[config.mk]
export PLATFORM = sky130hd
export DESIGN_NAME = bcd_calendar_clock_core
export DESIGN_NICKNAME = d
export VERILOG_FILES = /design/src/core/osc_divider.v /design/src/core/calendar_step.v /design/src/core/bcd_calendar_clock_core.v
export VERILOG_INCLUDE_DIRS = /design/src /design/src/core
export SDC_FILE = /design/constraint.sdc
export NUM_CORES = 1
export LEC_CHECK = 0
export ABC_AREA = 1
export BUFFER_PORTS_ARGS = -buffer_cell sky130_fd_sc_hd__buf_2
export CORE_MARGIN = 5
export CORE_UTILIZATION = 50
export CTS_BUF_LIST = sky130_fd_sc_hd__clkbuf_16
export DETAILED_ROUTE_END_ITERATION = 12
export PLACE_DENSITY = 0.69
export SLEW_MARGIN = 20
export SYNTH_ARGS = -nofsm -noshare
export SYNTH_HDL_FRONTEND = slang
export SYNTH_SLANG_ARGS = --single-unit
export TNS_END_PERCENT = 20
[constraint.sdc]
create_clock -name sys_clk -period 3.35 [get_ports sys_clk]
set_input_delay 0.1675 -clock sys_clk [delete_from_list [all_inputs] [get_ports sys_clk]]
set_output_delay 0.1675 -clock sys_clk [all_outputs]
set_load 0.02 [all_outputs]
[src/core/rtc_map.vh]
/*
 * Shared constants of the BCD calendar clock core: register
 * addresses, field positions, reset values, BCD limits and the
 * oscillator divider figures.
 * Assumes it is included by bare name from the core/ modules.
 */
`ifndef RTC_MAP_VH
`define RTC_MAP_VH

////////////////////////////////////////////////////////////////////
// Register addresses (3-bit pointer)
`define REG_SECONDS 3'h0
`define REG_MINUTES 3'h1
`define REG_HOURS 3'h2
`define REG_WEEKDAY 3'h3
`define REG_DATE 3'h4
`define REG_MONTH 3'h5
`define REG_YEAR 3'h6
`define REG_CONTROL 3'h7
`define PTR_STEP 3'h1

////////////////////////////////////////////////////////////////////
// Field positions and reset values
`define SEC_HALT_BIT 7
`define HR_CEN_BIT 7
`define HR_CFLAG_BIT 6
`define CTL_OUT_BIT 7
`define CTL_FT_BIT 6
`define CTL_SIGN_BIT 5
`define CTL_RESET 8'h80

////////////////////////////////////////////////////////////////////
// BCD limits of the calendar fields
`define SEC_LAST 7'h59
`define MIN_LAST 7'h59
`define HR_LAST 6'h23
`define DOW_FIRST 3'h1
`define DOW_LAST 3'h7
`define DATE_FIRST 6'h01
`define MON_FIRST 5'h01
`define MON_LAST 5'h12
`define YR_LAST 8'h99
`define MON_FEB 5'h02
`define MON_APR 5'h04
`define MON_JUN 5'h06
`define MON_SEP 5'h09
`define MON_NOV 5'h11
`define DAYS_28 6'h28
`define DAYS_29 6'h29
`define DAYS_30 6'h30
`define DAYS_31 6'h31

////////////////////////////////////////////////////////////////////
// Oscillator divider and timing
`define OSC_SEC_CYCLES 16'h8000
`define CAL_SHORTEN 16'h0080
`define CAL_LENGTHEN 16'h0100
`define SEC_IN_MIN_LAST 6'h3b
`define TEST_HALF_LAST 5'h1f
`define CLK_HZ 20000000
`define HOLD_MS 250
`define MS_PER_S 1000

`endif

[src/core/osc_divider.v]
/*
 * Oscillator divider: synchronises the crystal pin, divides it to a
 * one-second tick with periodic calibration, and makes the raw
 * 512 Hz test wave.
 * Assumes halt and calibration inputs come from sys_clk logic.
 */
`timescale 1ns/100ps
`default_nettype none
`include "rtc_map.vh"

module osc_divider (
    input wire sys_clk,
    input wire reset_n,
    input wire osc_clk_pin,
    input wire halt,
    input wire [4:0] cal_mag,
    input wire cal_positive,
    output reg sec_tick,
    output reg test_wave
);

reg osc_s1_r, osc_s2_r, osc_s3_r;
reg [4:0] raw_cnt_r;
reg [15:0] div_cnt_r;
reg [5:0] sec_in_min_r;
reg [5:0] cyc_min_r;
wire osc_edge;
wire run;
wire corr;
wire [15:0] div_last;

////////////////////////////////////////////////////////////////////
// Pin synchroniser, then rising edge on the second stage only
always @(posedge sys_clk) begin
    osc_s1_r <= osc_clk_pin;
    osc_s2_r <= osc_s1_r;
    osc_s3_r <= osc_s2_r;
end

assign osc_edge = osc_s2_r & ~osc_s3_r;
assign run = osc_edge & ~halt;

// Correct the first second of each early minute in the cycle
assign corr = (sec_in_min_r == 6'h00) &&
              (cyc_min_r < {cal_mag, 1'b0});
assign div_last = !corr ? (`OSC_SEC_CYCLES - 16'h0001) :
                  cal_positive ?
                  (`OSC_SEC_CYCLES - `CAL_SHORTEN - 16'h0001) :
                  (`OSC_SEC_CYCLES + `CAL_LENGTHEN - 16'h0001);

////////////////////////////////////////////////////////////////////
// Raw prescaler: separate from the corrected chain so trim never
// shows on the test wave
always @(posedge sys_clk) begin
    if (!reset_n) begin
        raw_cnt_r <= 5'h00;
        test_wave <= 1'b1;
    end else if (run) begin
        raw_cnt_r <= raw_cnt_r + 5'h01;
        if (raw_cnt_r == `TEST_HALF_LAST) begin
            test_wave <= ~test_wave;
        end
    end
end

////////////////////////////////////////////////////////////////////
// Corrected divider, seconds-in-minute and 64-minute cycle
always @(posedge sys_clk) begin
    if (!reset_n) begin
        div_cnt_r <= 16'h0000;
        sec_in_min_r <= 6'h00;
        cyc_min_r <= 6'h00;
        sec_tick <= 1'b0;
    end else begin
        sec_tick <= 1'b0;
        if (run) begin
            if (div_cnt_r >= div_last) begin
                div_cnt_r <= 16'h0000;
                sec_tick <= 1'b1;
                if (sec_in_min_r >= `SEC_IN_MIN_LAST) begin
                    sec_in_min_r <= 6'h00;
                    cyc_min_r <= cyc_min_r + 6'h01;
                end else begin
                    sec_in_min_r <= sec_in_min_r + 6'h01;
                end
            end else begin
                div_cnt_r <= div_cnt_r + 16'h0001;
            end
        end
    end
end

endmodule // osc_divider
`default_nettype wire

[src/core/calendar_step.v]
/*
 * Calendar step: combinational next value of every time field for
 * one elapsed second, with BCD carries, month length, leap years
 * and the century flag.
 * Assumes fields hold BCD; out-of-range values roll to the minimum.
 */
`timescale 1ns/100ps
`default_nettype none
`include "rtc_map.vh"

module calendar_step (
    input wire [6:0] sec,
    input wire [6:0] min,
    input wire [5:0] hr,
    input wire cen,
    input wire cflag,
    input wire [2:0] dow,
    input wire [5:0] date,
    input wire [4:0] mon,
    input wire [7:0] yr,
    output wire [6:0] sec_nxt,
    output wire [6:0] min_nxt,
    output wire [5:0] hr_nxt,
    output wire cflag_nxt,
    output wire [2:0] dow_nxt,
    output wire [5:0] date_nxt,
    output wire [4:0] mon_nxt,
    output wire [7:0] yr_nxt
);

// Add one to a two-digit BCD value
function [7:0] bcd_inc;
    input [7:0] v;
    begin
        if (v[3:0] >= 4'h9) begin
            bcd_inc = {v[7:4] + 4'h1, 4'h0};
        end else begin
            bcd_inc = {v[7:4], v[3:0] + 4'h1};
        end
    end
endfunction

// Years divisible by four: even tens with 0/4/8, odd tens with 2/6
function is_leap;
    input [7:0] y;
    begin
        if (y[4]) begin
            is_leap = (y[3:0] == 4'h2) || (y[3:0] == 4'h6);
        end else begin
            is_leap = (y[3:0] == 4'h0) || (y[3:0] == 4'h4) ||
                      (y[3:0] == 4'h8);
        end
    end
endfunction

wire [7:0] sec_inc = bcd_inc({1'b0, sec});
wire [7:0] min_inc = bcd_inc({1'b0, min});
wire [7:0] hr_inc = bcd_inc({2'b00, hr});
wire [7:0] date_inc = bcd_inc({2'b00, date});
wire [7:0] mon_inc = bcd_inc({3'b000, mon});
wire [7:0] yr_inc = bcd_inc(yr);
wire [5:0] dim;
wire c_sec, c_min, c_hr, c_date, c_mon, c_yr;

// Month length for the current month and year
assign dim = (mon == `MON_FEB) ?
             (is_leap(yr) ? `DAYS_29 : `DAYS_28) :
             ((mon == `MON_APR) || (mon == `MON_JUN) ||
              (mon == `MON_SEP) || (mon == `MON_NOV)) ?
             `DAYS_30 : `DAYS_31;

// Carry chain from seconds to years
assign c_sec = (sec >= `SEC_LAST);
assign c_min = c_sec && (min >= `MIN_LAST);
assign c_hr = c_min && (hr >= `HR_LAST);
assign c_date = c_hr && (date >= dim);
assign c_mon = c_date && (mon >= `MON_LAST);
assign c_yr = c_mon && (yr >= `YR_LAST);

assign sec_nxt = c_sec ? 7'h00 : sec_inc[6:0];
assign min_nxt = !c_sec ? min : c_min ? 7'h00 : min_inc[6:0];
assign hr_nxt = !c_min ? hr : c_hr ? 6'h00 : hr_inc[5:0];
assign dow_nxt = !c_hr ? dow :
                 (dow >= `DOW_LAST) ? `DOW_FIRST : dow + 3'h1;
assign date_nxt = !c_hr ? date : c_date ? `DATE_FIRST : date_inc[5:0];
assign mon_nxt = !c_date ? mon : c_mon ? `MON_FIRST : mon_inc[4:0];
assign yr_nxt = !c_mon ? yr : c_yr ? 8'h00 : yr_inc;
assign cflag_nxt = cflag ^ (c_yr & cen);

endmodule // calendar_step
`default_nettype wire

[src/core/bcd_calendar_clock_core.v]
/*
 * Timekeeping core: eight-byte register file behind the serial
 * slave's address pointer, true time counters, a frozen visible
 * copy for reads, and the open-drain test/level pin driver.
 * Assumes the serial slave (same clock) gives pointer load, byte
 * write, byte read and acknowledge strobes, and a bus_active level
 * from start to stop; the crystal arrives raw on osc_clk_pin.
 */
`timescale 1ns/100ps
`default_nettype none
`include "rtc_map.vh"

module bcd_calendar_clock_core #(
    parameter HOLD_CYCLES = `CLK_HZ / `MS_PER_S * `HOLD_MS,
    parameter HOLD_W = 23
) (
    input wire sys_clk,
    input wire reset_n,
    input wire osc_clk_pin,
    input wire bus_active,
    input wire ptr_load,
    input wire [2:0] ptr_value,
    input wire wr_stb,
    input wire [7:0] wr_data,
    input wire rd_stb,
    input wire ack_stb,
    output reg [7:0] rd_data_r,
    output reg [2:0] reg_ptr_r,
    output reg test_or_level_pin_out_r,
    output reg test_or_level_pin_oe_r
);

// Last count of the freeze window, cut to the counter width on purpose
localparam integer HOLD_LAST_I = HOLD_CYCLES - 1;
localparam [HOLD_W-1:0] HOLD_LAST = HOLD_LAST_I[HOLD_W-1:0];

////////////////////////////////////////////////////////////////////
// Declarations

// True time, counting unless halted
reg [6:0] t_sec_r;
reg [6:0] t_min_r;
reg [5:0] t_hr_r;
reg t_cen_r;
reg t_cflag_r;
reg [2:0] t_dow_r;
reg [5:0] t_date_r;
reg [4:0] t_mon_r;
reg [7:0] t_yr_r;

// Visible copy that reads return
reg [6:0] v_sec_r;
reg [6:0] v_min_r;
reg [5:0] v_hr_r;
reg v_cen_r;
reg v_cflag_r;
reg [2:0] v_dow_r;
reg [5:0] v_date_r;
reg [4:0] v_mon_r;
reg [7:0] v_yr_r;

// Control state
reg halt_r;
reg [7:0] ctrl_r;
reg hold_r;
reg [HOLD_W-1:0] hold_cnt_r;

wire sec_tick;
wire test_wave;
wire [6:0] s_sec;
wire [6:0] s_min;
wire [5:0] s_hr;
wire s_cflag;
wire [2:0] s_dow;
wire [5:0] s_date;
wire [4:0] s_mon;
wire [7:0] s_yr;
wire hold_start;
wire copy_ok;
wire oe_nxt;

////////////////////////////////////////////////////////////////////
// Decoding helpers

// Addresses 0..6 hold the time; 7 is the control byte
function is_clock_addr;
    input [2:0] a;
    begin
        is_clock_addr = (a != `REG_CONTROL);
    end
endfunction

// Write strobe aimed at one address
function wr_hit;
    input stb;
    input [2:0] ptr;
    input [2:0] a;
    begin
        wr_hit = stb && (ptr == a);
    end
endfunction

////////////////////////////////////////////////////////////////////
// Divider and calendar arithmetic

osc_divider u_div (
    .sys_clk(sys_clk),
    .reset_n(reset_n),
    .osc_clk_pin(osc_clk_pin),
    .halt(halt_r),
    .cal_mag(ctrl_r[4:0]),
    .cal_positive(ctrl_r[`CTL_SIGN_BIT]),
    .sec_tick(sec_tick),
    .test_wave(test_wave)
);

calendar_step u_step (
    .sec(t_sec_r),
    .min(t_min_r),
    .hr(t_hr_r),
    .cen(t_cen_r),
    .cflag(t_cflag_r),
    .dow(t_dow_r),
    .date(t_date_r),
    .mon(t_mon_r),
    .yr(t_yr_r),
    .sec_nxt(s_sec),
    .min_nxt(s_min),
    .hr_nxt(s_hr),
    .cflag_nxt(s_cflag),
    .dow_nxt(s_dow),
    .date_nxt(s_date),
    .mon_nxt(s_mon),
    .yr_nxt(s_yr)
);

////////////////////////////////////////////////////////////////////
// Address pointer: load wins over acknowledge

always @(posedge sys_clk) begin
    if (!reset_n) begin
        reg_ptr_r <= `REG_SECONDS;
    end else if (ptr_load) begin
        reg_ptr_r <= ptr_value;
    end else if (ack_stb) begin
        reg_ptr_r <= reg_ptr_r + `PTR_STEP;
    end
end

////////////////////////////////////////////////////////////////////
// True time: a tick steps every field, a write then overrides the
// addressed field, so a write never costs the other fields a second

always @(posedge sys_clk) begin
    if (!reset_n) begin
        t_sec_r <= 7'h00;
        t_min_r <= 7'h00;
        t_hr_r <= 6'h00;
        t_cen_r <= 1'b0;
        t_cflag_r <= 1'b0;
        t_dow_r <= `DOW_FIRST;
        t_date_r <= `DATE_FIRST;
        t_mon_r <= `MON_FIRST;
        t_yr_r <= 8'h00;
    end else begin
        if (sec_tick) begin
            t_sec_r <= s_sec;
            t_min_r <= s_min;
            t_hr_r <= s_hr;
            t_cflag_r <= s_cflag;
            t_dow_r <= s_dow;
            t_date_r <= s_date;
            t_mon_r <= s_mon;
            t_yr_r <= s_yr;
        end
        if (wr_hit(wr_stb, reg_ptr_r, `REG_SECONDS)) begin
            t_sec_r <= wr_data[6:0];
        end
        if (wr_hit(wr_stb, reg_ptr_r, `REG_MINUTES)) begin
            t_min_r <= wr_data[6:0];
        end
        if (wr_hit(wr_stb, reg_ptr_r, `REG_HOURS)) begin
            t_hr_r <= wr_data[5:0];
            t_cen_r <= wr_data[`HR_CEN_BIT];
            t_cflag_r <= wr_data[`HR_CFLAG_BIT];
        end
        if (wr_hit(wr_stb, reg_ptr_r, `REG_WEEKDAY)) begin
            t_dow_r <= wr_data[2:0];
        end
        if (wr_hit(wr_stb, reg_ptr_r, `REG_DATE)) begin
            t_date_r <= wr_data[5:0];
        end
        if (wr_hit(wr_stb, reg_ptr_r, `REG_MONTH)) begin
            t_mon_r <= wr_data[4:0];
        end
        if (wr_hit(wr_stb, reg_ptr_r, `REG_YEAR)) begin
            t_yr_r <= wr_data;
        end
    end
end

////////////////////////////////////////////////////////////////////
// Halt and control bytes

always @(posedge sys_clk) begin
    if (!reset_n) begin
        halt_r <= 1'b0;
        ctrl_r <= `CTL_RESET;
    end else begin
        if (wr_hit(wr_stb, reg_ptr_r, `REG_SECONDS)) begin
            halt_r <= wr_data[`SEC_HALT_BIT];
        end
        if (wr_hit(wr_stb, reg_ptr_r, `REG_CONTROL)) begin
            ctrl_r <= wr_data;
        end
    end
end

////////////////////////////////////////////////////////////////////
// Read freeze: set by a time read, ends at bus idle or after the
// hold time, so a stuck bus cannot stall the visible copy forever

assign hold_start = rd_stb && is_clock_addr(reg_ptr_r);
assign copy_ok = !hold_r && !hold_start;

always @(posedge sys_clk) begin
    if (!reset_n) begin
        hold_r <= 1'b0;
        hold_cnt_r <= {HOLD_W{1'b0}};
    end else if (hold_r) begin
        if (!bus_active || (hold_cnt_r == HOLD_LAST)) begin
            hold_r <= 1'b0;
        end else begin
            hold_cnt_r <= hold_cnt_r + 1'b1;
        end
    end else if (hold_start) begin
        hold_r <= 1'b1;
        hold_cnt_r <= {HOLD_W{1'b0}};
    end
end

// Visible copy follows true time unless frozen; writes land at once
always @(posedge sys_clk) begin
    if (!reset_n) begin
        v_sec_r <= 7'h00;
        v_min_r <= 7'h00;
        v_hr_r <= 6'h00;
        v_cen_r <= 1'b0;
        v_cflag_r <= 1'b0;
        v_dow_r <= `DOW_FIRST;
        v_date_r <= `DATE_FIRST;
        v_mon_r <= `MON_FIRST;
        v_yr_r <= 8'h00;
    end else begin
        if (copy_ok) begin
            v_sec_r <= t_sec_r;
            v_min_r <= t_min_r;
            v_hr_r <= t_hr_r;
            v_cen_r <= t_cen_r;
            v_cflag_r <= t_cflag_r;
            v_dow_r <= t_dow_r;
            v_date_r <= t_date_r;
            v_mon_r <= t_mon_r;
            v_yr_r <= t_yr_r;
        end
        if (wr_hit(wr_stb, reg_ptr_r, `REG_SECONDS)) begin
            v_sec_r <= wr_data[6:0];
        end
        if (wr_hit(wr_stb, reg_ptr_r, `REG_MINUTES)) begin
            v_min_r <= wr_data[6:0];
        end
        if (wr_hit(wr_stb, reg_ptr_r, `REG_HOURS)) begin
            v_hr_r <= wr_data[5:0];
            v_cen_r <= wr_data[`HR_CEN_BIT];
            v_cflag_r <= wr_data[`HR_CFLAG_BIT];
        end
        if (wr_hit(wr_stb, reg_ptr_r, `REG_WEEKDAY)) begin
            v_dow_r <= wr_data[2:0];
        end
        if (wr_hit(wr_stb, reg_ptr_r, `REG_DATE)) begin
            v_date_r <= wr_data[5:0];
        end
        if (wr_hit(wr_stb, reg_ptr_r, `REG_MONTH)) begin
            v_mon_r <= wr_data[4:0];
        end
        if (wr_hit(wr_stb, reg_ptr_r, `REG_YEAR)) begin
            v_yr_r <= wr_data;
        end
    end
end

////////////////////////////////////////////////////////////////////
// Read data: latched on the read strobe; unused bits read zero

always @(posedge sys_clk) begin
    if (!reset_n) begin
        rd_data_r <= 8'h00;
    end else if (rd_stb) begin
        case (reg_ptr_r)
            `REG_SECONDS: rd_data_r <= {halt_r, v_sec_r};
            `REG_MINUTES: rd_data_r <= {1'b0, v_min_r};
            `REG_HOURS: rd_data_r <= {v_cen_r, v_cflag_r, v_hr_r};
            `REG_WEEKDAY: rd_data_r <= {5'h00, v_dow_r};
            `REG_DATE: rd_data_r <= {2'b00, v_date_r};
            `REG_MONTH: rd_data_r <= {3'b000, v_mon_r};
            `REG_YEAR: rd_data_r <= v_yr_r;
            `REG_CONTROL: rd_data_r <= ctrl_r;
            default: rd_data_r <= 8'h00;
        endcase
    end
end

////////////////////////////////////////////////////////////////////
// Open-drain pin: only ever pulls low, released otherwise

assign oe_nxt = ctrl_r[`CTL_FT_BIT] ? !test_wave :
                !ctrl_r[`CTL_OUT_BIT];

always @(posedge sys_clk) begin
    if (!reset_n) begin
        test_or_level_pin_out_r <= 1'b0;
        test_or_level_pin_oe_r <= 1'b0;
    end else begin
        test_or_level_pin_out_r <= 1'b0;
        test_or_level_pin_oe_r <= oe_nxt;
    end
end

endmodule // bcd_calendar_clock_core
`default_nettype wire

======== Yosys cells after proc, flatten, opt, wreduce, memory -nomap -nowiden ========
Index checks and enable logic that the tools add are counted.
storage, ports and cells
  register bits after elaboration ......... 171
  input port bits ......................... 19
  output and inout bits ................... 13
cells by class
  add/sub/neg operators ................... 19
  magnitude comparators ................... 16
  equal/unequal tests ..................... 20
  muxes and demuxes ....................... 72
  bitwise operators ....................... 7
  reductions and logical operators ........ 76
operator list
  kind                                                             count
  6-bit 2-to-1 mux                                                 16
  7-bit 2-to-1 mux                                                 13
  23-bit 2-to-1 mux                                                3
  8-bit case mux with 8 select lines                               1
  8-bit 2-to-1 mux                                                 7
  16-bit 2-to-1 mux                                                3
  2-bit nonzero test                                               22
  5-bit 2-to-1 mux                                                 7
  4-bit by 1-bit adder with 4-bit output, second input constant    7
  4-bit greater-or-equal comparator, second input constant         6
  3-bit 2-to-1 mux                                                 8
  23-bit by 1-bit adder with 23-bit output, second input constant  1
  23-bit equality test, second input constant                      1
  2-bit AND reduction                                              11
  3-bit AND reduction                                              6
  3-bit nonzero test                                               6
  16-bit by 1-bit adder with 16-bit output, second input constant  1
  16-bit greater-or-equal comparator                               1
  1-bit logical AND                                                16
  7-bit greater-or-equal comparator, second input constant         2
  1-bit 2-to-1 mux                                                 14
  3-bit by 1-bit adder with 3-bit output, second input constant    4
  6-bit by 1-bit adder with 6-bit output, second input constant    2
  3-bit equality test, second input constant                       4
  other kinds (28)                                                 48

======== Depth between registers and ports, before layout ========
  depth in word-level cells ............... 14
  mapped depth ............................ 18
  mapped depth without buffers ............ 18

======== By module ========
Synthesis repeated with hierarchy kept, for this count alone.
second synthesis, totals
  cell total of the unflattened synthesis .. 1,533
  area total of the unflattened synthesis .. 10,157.2 um^2
modules (own cells, without submodules)
  module                   times used  cells an instance  area an instance (um^2)  seq. area each (um^2)
  bcd_calendar_clock_core  1           952                6,429.9                  2,662.6
  osc_divider              1           272                1,973.1                  760.7
  calendar_step            1           309                1,754.2                  0.0

======== Least setup slack after synthesis ========
Ideal clock, no wire load.
  kind .................................... flip-flop to flip-flop
  start point ............................. register t_mon_r[0]
  end point ............................... register t_date_r[4]
  data arrival time ....................... 2.216 ns
  data required time ...................... 3.234 ns
  setup slack ............................. 1.018 ns
  stages on the path, launching flop included .. 18
  cells stage by stage .................... dfxtp_1 inv_1 ha_1 o2111ai_1 nand3_1 a31oi_1 ha_1 nand2_1 nand3_1 nand3_1 nor2_4 nor2_8 nor2_1 nand2_1 nand2_1 inv_1 o21ai_0 nor2_1
on the way
  word-level cells in the longest chain between the ends .. 12
  elaborated cells between the ends (all ways) .. 18
  those cells by class .................... 1 x order compare; 5 x eq/ne; 6 x mux; 6 x reduce/logical
ends and longest elaborated chain
  what                                                      RTL line                       RTL
  start: declaration                                        bcd_calendar_clock_core.v:48   reg [4:0] t_mon_r;
  start signal: assignment                                  bcd_calendar_clock_core.v:163  t_mon_r <= `MON_FIRST;
  start signal: assignment                                  bcd_calendar_clock_core.v:173  t_mon_r <= s_mon;
  start signal: assignment                                  bcd_calendar_clock_core.v:194  t_mon_r <= wr_data[4:0];
  5-bit by 3-bit equality test with 1-bit output (no line)  --
  1-bit logical OR (3 in a row)                             calendar_step.v:68             ((mon == `MON_APR) || (mon == `MON_JUN) ||
  1-bit 2-to-1 mux (no line)                                --
  6-bit 2-to-1 mux (no line) (*)                            --
  6-bit greater-or-equal comparator (*)                     calendar_step.v:76             assign c_date = c_hr && (date >= dim);
  1-bit logical AND (*)                                     calendar_step.v:76
  6-bit 2-to-1 mux (2 in a row)                             calendar_step.v:85             assign date_nxt = !c_hr ? date : c_date ? `DATE_FIRST : date_inc[5:0];
  6-bit 2-to-1 mux                                          bcd_calendar_clock_core.v:166  if (sec_tick) begin
  6-bit 2-to-1 mux                                          bcd_calendar_clock_core.v:190  if (wr_hit(wr_stb, reg_ptr_r, `REG_DATE)) begin
  end signal: assignment                                    bcd_calendar_clock_core.v:162  t_date_r <= `DATE_FIRST;
  end signal: assignment                                    bcd_calendar_clock_core.v:172  t_date_r <= s_date;
  end signal: assignment                                    bcd_calendar_clock_core.v:191  t_date_r <= wr_data[5:0];
  end: declaration                                          bcd_calendar_clock_core.v:47   reg [5:0] t_date_r;
Mark *: on every way between the ends. The rest lies on a longest branch, timed or not. The select of a mux whose other input is x is not followed.
A chain may end at the register's enable or synchronous reset.

======== Worst setup path after layout ========
Same ends and word-level chain as after synthesis.

==> impl_metrics.json <==
{
  "post-route-min-period_ns": 2.61,
  "ff2ff_path_depth": 17,
  "slew_headroom_pct": 46.7,
  "hold_viol": 0,
  "dpl-instance-area_um2": 9940,
  "setup_viol": 0,
  "hold_class": "input pin to flop",
  "crit_path_end": "t_date_r[4]",
  "p_total_mw": 4.49,
  "async_flop_share_pct": 0,
  "powerDensity_nw_per_um2": 427,
  "drt-pass1-iter-count": 5,
  "initial_utilization_pct": 51.1,
  "grt_pass1_wl_mm": 41.4,
  "grt_max_degree": 72,
  "cap_violations": 0,
  "critical_path_class": "flop to flop",
  "timing.final.crit_share_pct": 78.0,
  "cts_tree": "built",
  "cts_buffers": 17,
  "crit_required_ns": 3.68,
  "ant_nets": 0,
  "nFillCells": 1809,
  "cts-root-buf": "clkbuf_16",
  "num_vias": 9124,
  "rows": 50,
  "worstReg2RegStart": "t_mon_r[0]",
  "ys_ff_latch": 171,
  "postSynthCellCount": 1371,
  "synth_area_leaders": "dfxtp_1 36%, nand2_1 14%, ha_1 6.9%",
  "die_h_um": 148,
  "cp-end-kind": "flop",
  "skew_ns": 0.0128,
  "drt_iter0_drc": 776,
  "pin_count": 32,
  "startpoint_type": "flop",
  "drc": 0,
  "syn-cell-area_um2": 9580,
  "grt_pass1_vias": 8428,
  "drive_above_1_share_pct": 8.24,
  "clockBufferDepth": 2,
  "whs_ns": 0.0462,
  "die_area_um2": 22000,
  "postLayoutCellArea_um2": 10500,
  "fin_nets": 1466,
  "crit_start": "t_mon_r[0]",
  "crit_fanout": 7,
  "area.growth.synth_to_final_pct": 9.82,
  "reg2reg_slack_ns": 0.74,
  "multi_input_area_um2": 5400,
  "p_leak_nw": 4.37,
  "gp_congestion": 0.913,
  "seqCellArea_um2": 3420,
  "synth_edf_count": 0,
  "rsz0062_at_grt": "no",
  "setup_tns_ns": 0,
  "worst_pin_slew_ns": 0.800,
  "routed_wl_mm": 24.7,
  "track_usage_pct": 22.8,
  "yosysWarnings": 0,
  "avgRoutedWirePerCell_um": 15.1,
  "core-area_um2": 18800,
  "final_util_pct": 56.1,
  "grt-ovfl-total": 0,
  "slew_viol_final": 0,
  "cts_setup_buffers": 0,
  "antenna_cells": 0,
  "critPathArrivalTime_ns": 2.95,
  "fp.dieW_um": 148,
  "rr_endpoint": "t_date_r[4]",
  "clk_pin_slew_ns": 0.07,
  "antenna_found_initial": 0,
  "ir_worst_vdd_mv": 0.355,
  "viasPerCell": 5.56,
  "status": "complete, no violations",
  "cts.sinks": 171,
  "fmax_ghz": 0.383,
  "ys_seq_area_share_pct": 35.7,
  "clk_latency_ns": 0.44,
  "synth_top_area_share_pct": 35.7,
  "synthFlopType": "dfxtp_1",
  "synth.net_count": 1443,
  "portBuffers": 30,
  "synth_top_area_cell": "dfxtp_1",
  "syn_avg_cell_area_um2": 6.99,
  "ctsResizeCount": 0,
  "h-tree-depth": 4,
  "synth.distinct_cells": 51,
  "dp.final_hpwl_mm": 17.8
}
kinds of logic (layout without fill, tap and decap cells):
kind of cell / after synthesis / count (layout) / synth area share, %
DFF: 171 / 171 / 35.7
other: 1 / 1 / 0.0391
and+or+nand+nor: 662 / 662 / 30.9
adders and majority gates: 53 / 53 / 6.92
buffers and inverters: 194 / 230 / 7.87
muxes: 1 / 1 / 0.104
AOI/OAI and AO/OA: 250 / 250 / 14.9
xor gates and xnor gates: 39 / 39 / 3.56
cell usage after synthesis (9+ instances only):
cell	number
nand3_1	78
ha_1	53
o211ai_1	9
dfxtp_1	171
buf_2	9
xor2_1	27
xnor2_1	12
nand2_1	348
clkbuf_1	21
inv_2	11
a21oi_1	91
a31oi_1	56
nand4_1	37
nor3_1	30
nor2_1	130
o21ai_0	61
inv_1	149
cells in the final DEF (no fill, tap or decap), drive strengths merged, types with 3 or more instances in the layout:
cell / count
inv: 169
o221ai: 3
dfxtp: 171
xnor2: 12
nor3: 34
o2111ai: 3
o211ai: 9
nand4: 38
a221oi: 4
nand3: 83
o22ai: 4
clkinv: 4
a21oi: 91
o21ai: 67
buf: 37
xor2: 27
ha: 53
or2: 3
a31oi: 56
nand2: 358
nor2: 140
clkbuf: 17
critical path: stages (launching register included):
cell       delay [ns]
dfxtp_1          0.46
inv_1            0.10
ha_1             0.24
o2111ai_1        0.21
nand3_1          0.09
a31oi_1          0.15
ha_1             0.16
nand2_1          0.05
nand3_1          0.08
nand3_1          0.11
nor2_4           0.19
nor2_8           0.07
nor2_1           0.15
nand2_1          0.07
nand2_1          0.10
inv_1            0.06
o21ai_0          0.15
nor2_1           0.05
worst min-delay path by stage:
stage | from | end | slack, ns | depth (start not counted)
floorplan | osc_clk_pin | u_div.osc_s1_r | 0.20 | 0
global placement | osc_clk_pin | u_div.osc_s1_r | 0.27 | 1
detailed placement | osc_clk_pin | u_div.osc_s1_r | 0.27 | 1
CTS | ptr_value[2] | reg_ptr_r[2] | 0.04 | 5
global route | wr_data[7] | ctrl_r[7] | 0.08 | 3
finish | ptr_value[2] | reg_ptr_r[2] | 0.05 | 5
timing repair:
item / in CTS / in global routing
endpoints found under the setup margin: 0 / 0
hold buffers: 1 / 0
hold endpoints to repair: 1 / 0
state kept, by name, summed over array words and instances, names as in the netlist, 5 cells and up:
signal / flops
t_hr_r: 6
u_div.sec_in_min_r: 6
v_yr_r: 8
hold_cnt_r: 23
v_min_r: 7
u_div.cyc_min_r: 6
t_mon_r: 5
v_hr_r: 6
rd_data_r: 8
u_div.div_cnt_r: 16
t_yr_r: 8
v_date_r: 6
ctrl_r: 8
v_sec_r: 7
u_div.raw_cnt_r: 5
t_sec_r: 7
t_min_r: 7
t_date_r: 6
v_mon_r: 5
layout make-up:
type,instances,area share [%]
Multi-Input combinational cell,1006,51.4
Sequential cell,171,32.5
Inverter,160,5.72
Clock buffer,17,4.04
Tap cell,234,2.78
Timing Repair Buffer,38,2.14
Clock inverter,15,1.43
per-layer routing:
metal / vias to the layer above / global-route usage, % / wire length [um]
li1: 4601 / - / -
met1: 4208 / 31.7 / 11500
met2: 266 / 36.2 / 11200
met3: 49 / 3.99 / 1490
met4: 0 / 7.02 / 524
met5: - / 0 / 0
power by group:
group / internal, mW / switching [mW] / total [mW]
combinational: 0.110 / 0.275 / 0.385
sequential: 2.08 / 0.0497 / 2.13
clock: 1.05 / 0.917 / 1.97
per-stage QoR:
stage               worst slack [ns]  instances
global route                   0.362       1641
finish                         0.738       1641
floorplan                       1.02       1371
CTS                            0.740       1641
global placement               0.821       1608
detailed placement             0.762       1608
No activity file was read; power rests on OpenSTA's default activity.
